### config.mk
export PLATFORM = sky130hd
export DESIGN_NAME = accflg_top
export DESIGN_NICKNAME = d
export VERILOG_FILES = /design/src/pkg/accflg_pkg.sv /design/src/rtl/accflg_alu.sv /design/src/rtl/accflg_top.sv
export SDC_FILE = /design/constraint.sdc
export NUM_CORES = 1
export LEC_CHECK = 0
export BUFFER_PORTS_ARGS = -buffer_cell sky130_fd_sc_hd__buf_2
export CAP_MARGIN = 40
export CORE_MARGIN = 4
export CORE_UTILIZATION = 25
export CTS_CLUSTER_DIAMETER = 80
export DETAILED_ROUTE_END_ITERATION = 16
export GPL_ROUTABILITY_DRIVEN = 0
export PLACE_DENSITY = 0.45
export SYNTH_ARGS = -nofsm -noshare
export SYNTH_HDL_FRONTEND = slang
export SYNTH_HIERARCHICAL = 1
export SYNTH_SLANG_ARGS = --single-unit
### constraint.sdc
create_clock -name ref_clk -period 1.4 [get_ports ref_clk]
set_input_delay 0.42 -clock ref_clk [delete_from_list [all_inputs] [get_ports ref_clk]]
set_output_delay 0.42 -clock ref_clk [all_outputs]
set_load 0.01 [all_outputs]
### src/pkg/accflg_pkg.sv
// Package for the accumulator and ALU status flag block.
// Assumes a single core clock and Avalon-MM register access with 32-bit words.
package accflg_pkg;
    // Register byte offsets
    localparam logic [7:0] ACCFLG_STATUS_OFS = 8'h86;
    localparam logic [7:0] ACCFLG_ACC_OFS = 8'h00;
    localparam logic [7:0] ACCFLG_CMD_OFS = 8'h04;
    // Flag bit positions in the status register
    localparam int ACCFLG_CARRY_BIT = 2;
    localparam int ACCFLG_NIBBLE_BIT = 1;
    localparam int ACCFLG_ZERO_BIT = 0;
    // Reset values
    localparam logic [2:0] ACCFLG_STATUS_RST = 3'h0;
    localparam logic [7:0] ACCFLG_ACC_RST = 8'h00;
    // Command register fields: opcode in [3:0], operand in [15:8]
    localparam int ACCFLG_CMD_OP_LSB = 0;
    localparam int ACCFLG_CMD_DATA_LSB = 8;
    // Operations of the ALU
    typedef enum logic [3:0] {
        ACCFLG_OP_LOAD = 4'h0,
        ACCFLG_OP_ADD = 4'h1,
        ACCFLG_OP_SUB = 4'h2,
        ACCFLG_OP_AND = 4'h3,
        ACCFLG_OP_OR = 4'h4,
        ACCFLG_OP_XOR = 4'h5,
        ACCFLG_OP_RLC = 4'h6,
        ACCFLG_OP_RRC = 4'h7,
        ACCFLG_OP_CMP = 4'h8,
        ACCFLG_OP_XCH = 4'h9,
        ACCFLG_OP_TEST = 4'ha,
        ACCFLG_OP_LOADQ = 4'hb
    } accflg_op_t;
    // Flag triple
    typedef struct packed {
        logic carry;
        logic nibble;
        logic zero;
    } accflg_flags_t;
    // ALU result with flag update enables
    typedef struct packed {
        logic [7:0] value;
        logic writeAcc;
        logic updCarry;
        logic updNibble;
        logic updZero;
        accflg_flags_t flags;
    } accflg_result_t;
endpackage : accflg_pkg

### src/rtl/accflg_alu.sv
// Combinational ALU computing a result and carry, nibble-carry and zero flags.
// Assumes the caller registers the result and applies the update enables.
`timescale 1ns/1ps
module accflg_alu (
    input accflg_pkg::accflg_op_t op,
    input wire logic [7:0] accIn,
    input wire logic [7:0] operand,
    input wire logic carryIn,
    output accflg_pkg::accflg_result_t res
);
    logic [8:0] sum;
    logic [4:0] low;

    // Operation decode and flag derivation
    always_comb begin
        res = '0;
        sum = 9'h000;
        low = 5'h00;
        case (op)
            accflg_pkg::ACCFLG_OP_ADD: begin
                sum = {1'b0, accIn} + {1'b0, operand};
                low = {1'b0, accIn[3:0]} + {1'b0, operand[3:0]};
                res.value = sum[7:0];
                res.writeAcc = 1'b1;
                res.flags.carry = sum[8];
                res.flags.nibble = low[4];
                res.updCarry = 1'b1;
                res.updNibble = 1'b1;
                res.updZero = 1'b1;
            end
            accflg_pkg::ACCFLG_OP_SUB, accflg_pkg::ACCFLG_OP_CMP: begin
                sum = {1'b0, accIn} - {1'b0, operand};
                low = {1'b0, accIn[3:0]} - {1'b0, operand[3:0]};
                res.value = sum[7:0];
                res.writeAcc = (op == accflg_pkg::ACCFLG_OP_SUB);
                res.flags.carry = ~sum[8];
                res.flags.nibble = ~low[4];
                res.updCarry = 1'b1;
                res.updNibble = (op == accflg_pkg::ACCFLG_OP_SUB);
                res.updZero = 1'b1;
            end
            accflg_pkg::ACCFLG_OP_AND, accflg_pkg::ACCFLG_OP_OR,
            accflg_pkg::ACCFLG_OP_XOR, accflg_pkg::ACCFLG_OP_TEST: begin
                case (op)
                    accflg_pkg::ACCFLG_OP_AND: res.value = accIn & operand;
                    accflg_pkg::ACCFLG_OP_OR: res.value = accIn | operand;
                    accflg_pkg::ACCFLG_OP_XOR: res.value = accIn ^ operand;
                    default: res.value = operand;
                endcase
                res.writeAcc = (op != accflg_pkg::ACCFLG_OP_TEST);
                res.updZero = 1'b1;
            end
            accflg_pkg::ACCFLG_OP_RLC: begin
                res.value = {accIn[6:0], carryIn};
                res.writeAcc = 1'b1;
                res.flags.carry = accIn[7];
                res.updCarry = 1'b1;
            end
            accflg_pkg::ACCFLG_OP_RRC: begin
                res.value = {carryIn, accIn[7:1]};
                res.writeAcc = 1'b1;
                res.flags.carry = accIn[0];
                res.updCarry = 1'b1;
            end
            accflg_pkg::ACCFLG_OP_LOAD: begin
                res.value = operand;
                res.writeAcc = 1'b1;
                res.updZero = 1'b1;
            end
            accflg_pkg::ACCFLG_OP_XCH, accflg_pkg::ACCFLG_OP_LOADQ: begin
                res.value = operand;
                res.writeAcc = 1'b1;
            end
            default: res = '0;
        endcase
        res.flags.zero = (res.value == 8'h00);
    end
endmodule : accflg_alu

### src/rtl/accflg_top.sv
// Accumulator and ALU status flags with an Avalon-MM register slave.
// Assumes ref_clk at 100 MHz and an asynchronous active-low reset rst_b.
//
// Chosen here: the Avalon-MM slave port.
`timescale 1ns/1ps
module accflg_top (
    input wire logic ref_clk,
    input wire logic rst_b,
    input wire logic [7:0] avs_address,
    input wire logic avs_read,
    input wire logic avs_write,
    input wire logic [31:0] avs_writedata,
    input wire logic [3:0] avs_byteenable,
    output logic [31:0] avs_readdata,
    output logic avs_waitrequest,
    input wire logic aluValid,
    input wire logic [3:0] aluOp,
    input wire logic [7:0] memOperand,
    output logic [7:0] working_accumulator,
    output logic [7:0] accToMem,
    output logic accToMemValid
);
    logic rstSync1_reg;
    logic rstSync2_reg;
    logic [7:0] acc_reg;
    logic [7:0] acc_next;
    accflg_pkg::accflg_flags_t alu_status_flags_reg;
    accflg_pkg::accflg_flags_t flags_next;
    logic [7:0] accToMem_reg;
    logic accToMemValid_reg;
    logic [31:0] readData_reg;
    logic ack_reg;
    logic busReq;
    logic busWr;
    logic swCmd;
    accflg_pkg::accflg_op_t curOp;
    logic [7:0] curOperand;
    logic doOp;
    accflg_pkg::accflg_result_t aluRes;

    // Bus access helper: match an exact byte offset
    function automatic logic hit(input logic [7:0] addr, input logic [7:0] ofs);
        hit = (addr == ofs);
    endfunction : hit

    // Reset release synchroniser
    always_ff @(posedge ref_clk or negedge rst_b) begin
        if (!rst_b) begin
            rstSync1_reg <= 1'b0;
            rstSync2_reg <= 1'b0;
        end else begin
            rstSync1_reg <= 1'b1;
            rstSync2_reg <= rstSync1_reg;
        end
    end

    // One wait cycle, then acknowledge
    assign busReq = (avs_read | avs_write) & ~ack_reg;
    assign avs_waitrequest = (avs_read | avs_write) & ~ack_reg;
    assign busWr = avs_write & ack_reg & avs_byteenable[0];
    assign swCmd = busWr & hit(avs_address, accflg_pkg::ACCFLG_CMD_OFS);

    always_ff @(posedge ref_clk or negedge rstSync2_reg) begin
        if (!rstSync2_reg) begin
            ack_reg <= 1'b0;
        end else begin
            ack_reg <= busReq;
        end
    end

    // Operation source: core port has priority over software command
    assign doOp = aluValid | swCmd;
    assign curOp = accflg_pkg::accflg_op_t'(aluValid ? aluOp :
        avs_writedata[accflg_pkg::ACCFLG_CMD_OP_LSB +: 4]);
    assign curOperand = aluValid ? memOperand :
        avs_writedata[accflg_pkg::ACCFLG_CMD_DATA_LSB +: 8];

    accflg_alu accflg_alu_inst (
        .op(curOp),
        .accIn(acc_reg),
        .operand(curOperand),
        .carryIn(alu_status_flags_reg.carry),
        .res(aluRes)
    );

    // Accumulator next value; only ALU and its own bus word reach it
    always_comb begin
        acc_next = acc_reg;
        if (doOp && aluRes.writeAcc) begin
            acc_next = aluRes.value;
        end else if (busWr && hit(avs_address, accflg_pkg::ACCFLG_ACC_OFS)) begin
            acc_next = avs_writedata[7:0];
        end
    end

    // Flag next value; an ALU flag update wins over a software write in the same cycle
    always_comb begin
        flags_next = alu_status_flags_reg;
        if (busWr && hit(avs_address, accflg_pkg::ACCFLG_STATUS_OFS)) begin
            // All three flags are read-write, so bit set and clear work here
            flags_next.carry = avs_writedata[accflg_pkg::ACCFLG_CARRY_BIT];
            flags_next.nibble = avs_writedata[accflg_pkg::ACCFLG_NIBBLE_BIT];
            flags_next.zero = avs_writedata[accflg_pkg::ACCFLG_ZERO_BIT];
        end
        if (doOp) begin
            if (aluRes.updCarry) flags_next.carry = aluRes.flags.carry;
            if (aluRes.updNibble) flags_next.nibble = aluRes.flags.nibble;
            if (aluRes.updZero) flags_next.zero = aluRes.flags.zero;
        end
    end

    // Accumulator and flags; nothing is saved on interrupt entry
    always_ff @(posedge ref_clk or negedge rstSync2_reg) begin
        if (!rstSync2_reg) begin
            acc_reg <= accflg_pkg::ACCFLG_ACC_RST;
            alu_status_flags_reg <= accflg_pkg::ACCFLG_STATUS_RST;
        end else begin
            acc_reg <= acc_next;
            alu_status_flags_reg <= flags_next;
        end
    end

    // Old accumulator goes back to memory on exchange
    always_ff @(posedge ref_clk or negedge rstSync2_reg) begin
        if (!rstSync2_reg) begin
            accToMem_reg <= 8'h00;
            accToMemValid_reg <= 1'b0;
        end else begin
            accToMemValid_reg <= doOp && (curOp == accflg_pkg::ACCFLG_OP_XCH);
            if (doOp && curOp == accflg_pkg::ACCFLG_OP_XCH) begin
                accToMem_reg <= acc_reg;
            end
        end
    end

    // Read data; unused status bits read zero
    always_ff @(posedge ref_clk or negedge rstSync2_reg) begin
        if (!rstSync2_reg) begin
            readData_reg <= 32'h0000_0000;
        end else if (avs_read && !ack_reg) begin
            if (hit(avs_address, accflg_pkg::ACCFLG_STATUS_OFS)) begin
                readData_reg <= {29'h0000_0000, alu_status_flags_reg};
            end else if (hit(avs_address, accflg_pkg::ACCFLG_ACC_OFS)) begin
                readData_reg <= {24'h00_0000, acc_reg};
            end else begin
                readData_reg <= 32'h0000_0000;
            end
        end
    end

    assign avs_readdata = readData_reg;
    assign working_accumulator = acc_reg;
    assign accToMem = accToMem_reg;
    assign accToMemValid = accToMemValid_reg;
endmodule : accflg_top

==> metrics.csv, run 1 <==
stage,metric,value,unit
drt,wire length on met3,564,um
sta,Final Hold Fails,0,
placement,placed instance count,733,
drt,Total Routed Length,12.1,mm
layout,area growth from synthesis to final layout,66.0,%
layout,area used by sequential logic in the layout,782,um2
synth,async set-or-reset flop fraction in the synthesized netlist,100,%
layout,antenna cell count,0,
worst_setup_path,signal arrival time at the worst endpoint,3.14,ns
worst_setup_path,required time worst endpoint,1.62,ns
pwr,sequential power share,16.8,%
layout,utilization after layout,42.3,%
drt,total via count after detailed routing,3536,
sta,highest attainable clock frequency,342,MHz
sta,ratio of final minimum period to clock period,209,%
sta,setup repair after global routing missed its margin,yes,
worst_setup_path,type of the setup path with the least slack,input port to flop,
global_routing,largest net degree at the start of global routing,30,
pwr,Logic pwr share,68.1,%
synth,Avg Synthesized Cell Area,8.78,um2
floorplanning,Floorplan Core Area,13200,um2
worst_setup_path,"slowest stage cell, crit path",sky130_fd_sc_hd__or4_4,
clock_tree,clock tree buffer depth,2,
drt,post-route ant nets,0,
run_status,failing checks,negative setup slack,
global_routing,total routing resource utilization after global routing,15.4,%
placement,hpwl dp,9.82,mm
drt,sum of routed wire segments on met1,5.41,mm
sta,final clock skew,0.00696,ns
layout,Multi-input gate area,2740,um2
global_routing,wire length of the first global-routing pass,18.6,mm
pwr,power spent charging and discharging nets,3.22,mW
drt,First DRT Iteration DRCs,211,
worst_setup_path,category of the worst setup path capture point,flop,
floorplanning,die area,15400,um2
global_routing,GRT overflow,0,
pwr,Pint,5.13,mW
synth,number of instances in the synthesized netlist,384,
sta,worst path setup slack after routing,-1.52,ns
synth,sequential share of the synthesized area,23.0,%
hold_path,worst hold path class,flop to asynchronous set/reset pin,
synth,post-synthesis sequential element count,31,
worst_setup_path,delay of the slowest cell on the worst path,0.54,ns
worst_setup_path,"critical path fanouts, max",3,
pwr,leak pwr,2.74,nW
sta,final setup TNS,-18.74,ns
pwr,Max IR drop VDD,0.000615,V
synth,combinational family with the most area after synthesis,compound AO/OA/AOI/OAI gates,
placement,pre-CTS WS,-1.95,ns
job,max-cap violation count,0,
global_routing,number of global-route vias before repair,3469,
layout,share of final-layout standard cells stronger than drive strength 1,56.5,%
synth,adder-cell area share of the yosys netlist,10.1,%
floorplanning,Ports,111,
synth,most instantiated flip-flop cell in the synthesis netlist,sky130_fd_sc_hd__dfrtp_1,
drt,via/cell ratio,4.66,
floorplanning,DIE HEIGHT,124,um
worst_setup_path,Worst R2R End,alu_status_flags_reg[0],
clock_tree,cell chosen for the clock root,sky130_fd_sc_hd__clkbuf_16,
synth,compound-gate portion of the synthesized area,20.5,%
floorplanning,Die Span X,124,um
synth,synth warn,6,
sta,tightest slew margin relative to the limit,53.0,%
pwr,Pwr Total,8.35,mW
synth,share of the synthesized netlist area taken by xor and xnor gates,1.30,%
layout,total number of nets in the final design,668,
worst_setup_path,largest delay contributor family on the critical path,simple AND/OR/NAND/NOR gates,
sta,shortest clock period the worst path allows after layout,2.92,ns
drt,drt first pass iters,4,
layout,number of fill cells,1326,
synth,mux share of post-synthesis cell area,17.7,%
synth,number of enable-type register cells in the synthesized netlist,0,
worst_setup_path,sum of buffers and inverters on the critical path,1,
worst_setup_path,reg-to-reg startpoint,working_accumulator[0],
worst_setup_path,number of cells on the worst reg-to-reg path,9,
drt,met2 routed WL,5.90,mm
clock_tree,TritonCTS clock tree,built,
floorplanning,row count,42,
clock_tree,CTS clock-pin slew for the worst setup and hold paths,0.05,ns
pwr,switching part of the total power,38.6,%
sta,slew of the pin with the lowest slew margin,0.698,ns
clock_tree,Clock Sinks,31,
worst_setup_path,"Cell Chain, Critical Path",buf_8 > mux2_4 > ha_4 > fa_2 > a21o_1 > a221o_1 > or3_1 > or4_4 > nor3_2 > mux2_4,
drt,residual DRC count,0,
layout,"count of placed standard cells in the final layout, fillers left out",758,
drt,Top Layer Used,met4,
run_status,run status,"complete, but fails checks",
synth,synth unique cells,59,
pwr,clock group share of total power,15.1,%
synth,post-synthesis simple-gate area fraction,15.9,%
floorplanning,Initial Util,25.5,%
synth,post-synthesis cell area,3370,um2
worst_setup_path,cell repeated most along the worst path,sky130_fd_sc_hd__mux2_4,
worst_setup_path,kind of launch point of the worst setup path,input port,
sta,Max Slew Vio Count,0,
placement,IO Port Bufs,67,
clock_tree,H-tree depth,2,
clock_tree,worst skew pair latency,0.28,ns
clock_tree,number of buffers added by the clock tree synthesis step,5,
sta,Setup Viol. Count Final,33,
global_routing,initial antenna violation count,0,
drt,routed length per instance,16.0,um
pwr,P per Cell Area,1490,nW/um2
worst_setup_path,"reg-to-reg slack, setup",-1.47,ns
cell usage after synthesis, types with 2 or more instances:
| master | n | area share, % |
|---|---|---|
| sky130_fd_sc_hd__o21bai_1 | 4 | 0.89 |
| sky130_fd_sc_hd__nand3b_1 | 4 | 0.89 |
| sky130_fd_sc_hd__ha_1 | 24 | 8.9 |
| sky130_fd_sc_hd__o221ai_1 | 2 | 0.52 |
| sky130_fd_sc_hd__fa_1 | 2 | 1.2 |
| sky130_fd_sc_hd__mux2i_1 | 4 | 1.2 |
| sky130_fd_sc_hd__nor2_1 | 20 | 2.2 |
| sky130_fd_sc_hd__o22ai_1 | 6 | 1.1 |
| sky130_fd_sc_hd__mux2_2 | 28 | 9.4 |
| sky130_fd_sc_hd__a221o_1 | 4 | 1.2 |
| sky130_fd_sc_hd__nor4b_1 | 2 | 0.52 |
| sky130_fd_sc_hd__buf_6 | 3 | 1.0 |
| sky130_fd_sc_hd__o21a_1 | 2 | 0.45 |
| sky130_fd_sc_hd__buf_2 | 4 | 0.59 |
| sky130_fd_sc_hd__a22o_1 | 7 | 1.8 |
| sky130_fd_sc_hd__a32o_1 | 2 | 0.59 |
| sky130_fd_sc_hd__or4_4 | 2 | 0.67 |
| sky130_fd_sc_hd__a22oi_1 | 8 | 1.8 |
| sky130_fd_sc_hd__xnor2_1 | 4 | 1.0 |
| sky130_fd_sc_hd__nand3_1 | 8 | 1.2 |
| sky130_fd_sc_hd__and2_1 | 5 | 0.93 |
| sky130_fd_sc_hd__a21o_1 | 3 | 0.67 |
| sky130_fd_sc_hd__nor4_1 | 4 | 0.74 |
| sky130_fd_sc_hd__mux2_4 | 16 | 7.1 |
| sky130_fd_sc_hd__nor3_1 | 2 | 0.30 |
| sky130_fd_sc_hd__dfrtp_1 | 31 | 23 |
| sky130_fd_sc_hd__o211ai_1 | 4 | 0.89 |
| sky130_fd_sc_hd__nand2_1 | 27 | 3.0 |
| sky130_fd_sc_hd__o21ai_0 | 15 | 2.2 |
| sky130_fd_sc_hd__a211oi_1 | 5 | 1.1 |
| sky130_fd_sc_hd__a31oi_1 | 3 | 0.56 |
| sky130_fd_sc_hd__o31ai_1 | 5 | 1.1 |
| sky130_fd_sc_hd__nor2b_1 | 5 | 0.93 |
| sky130_fd_sc_hd__or3_1 | 6 | 1.1 |
| sky130_fd_sc_hd__clkbuf_1 | 6 | 0.67 |
| sky130_fd_sc_hd__or4b_1 | 2 | 0.59 |
| sky130_fd_sc_hd__buf_4 | 24 | 5.3 |
| sky130_fd_sc_hd__buf_1 | 6 | 0.67 |
| sky130_fd_sc_hd__nand2b_1 | 5 | 0.93 |
| sky130_fd_sc_hd__inv_1 | 26 | 2.9 |
| sky130_fd_sc_hd__conb_1 | 2 | 0.22 |
| sky130_fd_sc_hd__a21oi_1 | 25 | 3.7 |
power groups by stage:
stage / Sequential (mW) / Clock (mW) / Combinational (mW)
global placement: 1.36 / 0 / 4.66
detailed placement: 1.37 / 0 / 4.68
finish: 1.40 / 1.26 / 5.69
floorplan: 1.50 / 0 / 2.44
global route: 1.43 / 1.32 / 6.15
CTS: 1.40 / 1.28 / 5.26
per-layer routing:
layer / GRT usage, % / vias up
li1: - / 1744
met1: 21.0 / 1683
met2: 26.4 / 98
met3: 1.36 / 11
met4: 3.83 / 0
met5: 0 / -
cell type report:
cell class	instances	area share, %
inverter	27	1.94
clock inverter	2	0.626
tap	176	3.93
timing repair buffer	209	28.1
multi-input combinational	307	49.0
sequential	31	14.0
clock buffer	6	2.48
timing repair:
item | CTS | global route
hold endpoints to repair | 2 | 0
gates cloned | 1 | 0
endpoints found under the setup margin | 36 | 37
gates resized for setup | 69 | 33
pin swaps | 27 | 32
hold buffers | 1 | 0
buffers inserted | 12 | 9
worst max path at each step:
stage	slack [ns]	cells past startpoint	end	from
final	-1.52	10	alu_status_flags_reg[0]	aluValid
after global routing	-1.61	14	working_accumulator[7]	aluValid
after CTS	-1.54	12	alu_status_flags_reg[0]	aluValid
after detailed placement	-1.95	13	working_accumulator[7]	aluValid
after global placement	-1.93	12	alu_status_flags_reg[0]	aluValid
after floorplan	-1.65	12	alu_status_flags_reg[0]	aluValid
worst reg2reg max path, delay by kind of cell, from the launching register on:
kind,cells,cell delay [ns]
AND/OR/NAND/NOR,3,1.02
adder cells (fa/ha/maj),2,0.56
buffers and inverters,1,0.08
multiplexers,1,0.15
flip-flops,1,0.45
AO/OA/AOI/OAI,2,0.56
through the flow:
step | hold slack (ns) | area (um2)
3_3_place_gp | 0.207 | 4860
2_1_floorplan | 0.124 | 3640
4_1_cts | 0.261 | 5420
6_report | 0.241 | 5600
5_1_grt | 0.299 | 5600
3_5_place_dp | 0.210 | 4860
placed cells by master, fill, tap and decap left out, types with 6 or more instances in the layout:
cell type,count
sky130_fd_sc_hd__dfrtp_1,26
sky130_fd_sc_hd__a22oi_1,6
sky130_fd_sc_hd__nand3_1,7
sky130_fd_sc_hd__ha_4,8
sky130_fd_sc_hd__o21ai_0,11
sky130_fd_sc_hd__buf_6,28
sky130_fd_sc_hd__a21oi_2,7
sky130_fd_sc_hd__conb_1,25
sky130_fd_sc_hd__mux2_2,16
sky130_fd_sc_hd__buf_4,118
sky130_fd_sc_hd__buf_2,58
sky130_fd_sc_hd__o22ai_1,6
sky130_fd_sc_hd__inv_1,19
sky130_fd_sc_hd__ha_1,16
sky130_fd_sc_hd__mux2_4,28
sky130_fd_sc_hd__nor2_1,19
sky130_fd_sc_hd__a22o_1,7
sky130_fd_sc_hd__a21oi_1,15
sky130_fd_sc_hd__nand2_1,25
cells by family (layout without fill, tap and decap cells):
family                     after synthesis  in the layout
AOI/OAI and AO/OA                      102            103
xor gates and xnor gates                 5              5
adders and majority gates               26             26
buffers and inverters                   70            244
DFF                                     31             31
muxes                                   48             48
other                                    2             25
and+or+nand+nor                        100            100
No activity file was read; power rests on OpenSTA's default activity.
==> run 2: changes to the inputs <==
Settings changed: CELL_PAD_IN_SITES_DETAIL_PLACEMENT from default to 0, CELL_PAD_IN_SITES_GLOBAL_PLACEMENT from default to 1, PLACE_DENSITY 0.45 to 0.58.
==> run 2 against run 1 <==
  * The run still ends with negative setup slack left
  * Sequential power about the same
  * Worst setup slack worse by 0.060 ns
  * Core utilization up 0.21 points
  * Largest cell class unchanged
==> metrics.csv, run 2 (synthesis results as in run 1) <==
stage,metric,value,unit,change
placement,placed standard-cell area,4820,um2,was 4860 um2
drt,residual DRC count,0,,unchanged
clock_tree,H-tree depth,2,,unchanged
placement,hpwl dp,10.3,mm,was 9.82 mm
sta,worst hold slack after final layout,0.255,ns,was 0.241 ns
worst_setup_path,delay of the slowest cell on the worst path,0.45,ns,was 0.54 ns
floorplanning,Die Span X,124,um,unchanged
worst_setup_path,largest delay contributor family on the critical path,compound AO/OA/AOI/OAI gates,,was simple AND/OR/NAND/NOR gates
global_routing,number of global-route vias before repair,3640,,was 3469
worst_setup_path,"slowest stage cell, crit path",sky130_fd_sc_hd__a2111o_1,,was sky130_fd_sc_hd__or4_4
sta,tightest slew margin relative to the limit,60.8,%,was 53.0%
layout,utilization after layout,42.5,%,was 42.3%
sta,slew of the pin with the lowest slew margin,0.583,ns,was 0.698 ns
drt,post-route ant nets,0,,unchanged
global_routing,GRT overflow,0,,unchanged
floorplanning,Ports,111,,unchanged
drt,routed length per instance,17.1,um,was 16.0 um
sta,ratio of final minimum period to clock period,213,%,was 209%
sta,final setup TNS,-17.37,ns,was -18.74 ns
layout,total number of nets in the final design,666,,was 668
worst_setup_path,required time worst endpoint,1.62,ns,about the same
drt,First DRT Iteration DRCs,140,,was 211
clock_tree,TritonCTS clock tree,built,,unchanged
hold_path,worst hold path class,flop to asynchronous set/reset pin,,unchanged
pwr,leak pwr,2.70,nW,was 2.74 nW
sta,highest attainable clock frequency,335,MHz,was 342 MHz
sta,Final Hold Fails,0,,unchanged
layout,"final std cell area, no fill",5620,um2,was 5600 um2
worst_setup_path,category of the worst setup path capture point,flop,,unchanged
drt,Total Routed Length,12.9,mm,was 12.1 mm
floorplanning,Floorplan Core Area,13200,um2,unchanged
floorplanning,die area,15400,um2,unchanged
worst_setup_path,cell repeated most along the worst path,sky130_fd_sc_hd__mux2_4,,unchanged
drt,via/cell ratio,4.85,,was 4.66
floorplanning,row count,42,,unchanged
worst_setup_path,type of the setup path with the least slack,input port to flop,,unchanged
sta,setup repair after global routing missed its margin,yes,,unchanged
layout,"most common cell after layout, fill and taps aside",sky130_fd_sc_hd__buf_4,,unchanged
pwr,P per Cell Area,1460,nW/um2,was 1490 nW/um2
drt,drt first pass iters,4,,unchanged
layout,number of fill cells,1324,,was 1326
global_routing,total routing resource utilization after global routing,16.7,%,was 15.4%
placement,IO Port Bufs,67,,unchanged
placement,placed instance count,731,,was 733
worst_setup_path,"Cell Chain, Critical Path",buf_8 > mux2_4 > ha_4 > fa_2 > o21bai_1 > a21oi_2 > o31ai_2 > xnor2_1 > a2111o_1 > or4_1 > nor3_2 > mux2_4,,was buf_8 > mux2_4 > ha_4 > fa_2 > a21o_1 > a221o_1 > or3_1 > or4_4 > nor3_2 > mux2_4
layout,antenna cell count,0,,unchanged
worst_setup_path,kind of launch point of the worst setup path,input port,,unchanged
clock_tree,CTS clock-pin slew for the worst setup and hold paths,0.05,ns,about the same
sta,Max Slew Vio Count,0,,unchanged
run_status,run status,"complete, but fails checks",,unchanged
global_routing,wire length of the first global-routing pass,19.9,mm,was 18.6 mm
floorplanning,DIE HEIGHT,124,um,unchanged
global_routing,initial antenna violation count,0,,unchanged
layout,"count of placed standard cells in the final layout, fillers left out",756,,was 758
worst_setup_path,"critical path fanouts, max",3,,unchanged
pwr,Max IR drop VDD,0.000627,V,was 0.000615 V
sta,final clock skew,0.00270,ns,was 0.00696 ns
layout,share of final-layout standard cells stronger than drive strength 1,57.6,%,was 56.5%
sta,shortest clock period the worst path allows after layout,2.98,ns,was 2.92 ns
clock_tree,clock tree buffer depth,2,,unchanged
clock_tree,Clock Sinks,31,,unchanged
global_routing,largest net degree at the start of global routing,30,,unchanged
worst_setup_path,sum of buffers and inverters on the critical path,1,,unchanged
layout,"commonest cells after routing, fill and taps aside","112 x sky130_fd_sc_hd__buf_4, 55 x sky130_fd_sc_hd__buf_2, 38 x sky130_fd_sc_hd__buf_6",,"was 118 x sky130_fd_sc_hd__buf_4, 58 x sky130_fd_sc_hd__buf_2, 28 x sky130_fd_sc_hd__mux2_4, 28 x sky130_fd_sc_hd__buf_6, 26 x sky130_fd_sc_hd__dfrtp_1"
sta,worst path setup slack after routing,-1.58,ns,was -1.52 ns
clock_tree,worst skew pair latency,0.28,ns,about the same
clock_tree,number of buffers added by the clock tree synthesis step,5,,unchanged
worst_setup_path,signal arrival time at the worst endpoint,3.20,ns,was 3.14 ns
job,max-cap violation count,0,,unchanged
run_status,failing checks,negative setup slack,,unchanged
clock_tree,cell chosen for the clock root,sky130_fd_sc_hd__clkbuf_16,,unchanged
drt,total via count after detailed routing,3664,,was 3536
sta,Setup Viol. Count Final,33,,unchanged
layout,area growth from synthesis to final layout,66.8,%,was 66.0%
floorplanning,Initial Util,25.5,%,unchanged
run 2: power breakdown:
group	internal [mW]	switching [mW]	total, mW
logic	3.14	2.67	5.81
clock network	0.655	0.361	1.02
registers	1.15	0.253	1.40
run 2: final cells by class:
class                           count  area [um2]  share of cell area (%)
Clock buffer                        7         133                    2.36
Sequential cell                    31         783                    13.9
Tap cell                          176         220                    3.92
Inverter                           27         111                    1.98
Multi-Input combinational cell    307        2800                    49.8
Clock inverter                      1        5.00                  0.0890
Timing Repair Buffer              207        1570                    27.9
run 2: layer usage:
| metal | GRT usage [%] | wire length, um | up-vias |
|---|---|---|---|
| met5 | 0 | 0 | - |
| met4 | 3.15 | 150 | 0 |
| met3 | 1.50 | 808 | 15 |
| met2 | 28.9 | 6130 | 122 |
| met1 | 22.9 | 5840 | 1783 |
| li1 | - | - | 1744 |
run 2: path summary, 6_finish.rpt:
kind	startpoint	to	slack (ns)	depth (start not counted)
max reg2reg	working_accumulator[0]	alu_status_flags_reg[0]	-1.52	11
max in group asynchronous	rstSync2_reg	working_accumulator[0]	0.83	1
max	aluValid	alu_status_flags_reg[0]	-1.58	12
min in group ref_clk	rstSync1_reg	rstSync2_reg	0.35	0
min reg2reg	rstSync2_reg	accToMem[7]	0.26	1
min	rstSync2_reg	accToMem[7]	0.26	1
run 2: repair_timing:
item	CTS	global route
setup buffers	14	11
setup endpoints to repair	36	36
hold buffers	1	0
hold endpoints to repair	2	0
gates resized for setup	98	32
cloned	1	0
pin swaps	37	25
run 2: through the flow:
stage / power, mW / worst slack, ns
finish: 8.22 / -1.58
global route: 8.81 / -1.69
CTS: 8.02 / -1.58
detailed placement: 6.04 / -1.97
global placement: 6.00 / -1.93
floorplan: 3.94 / -1.65
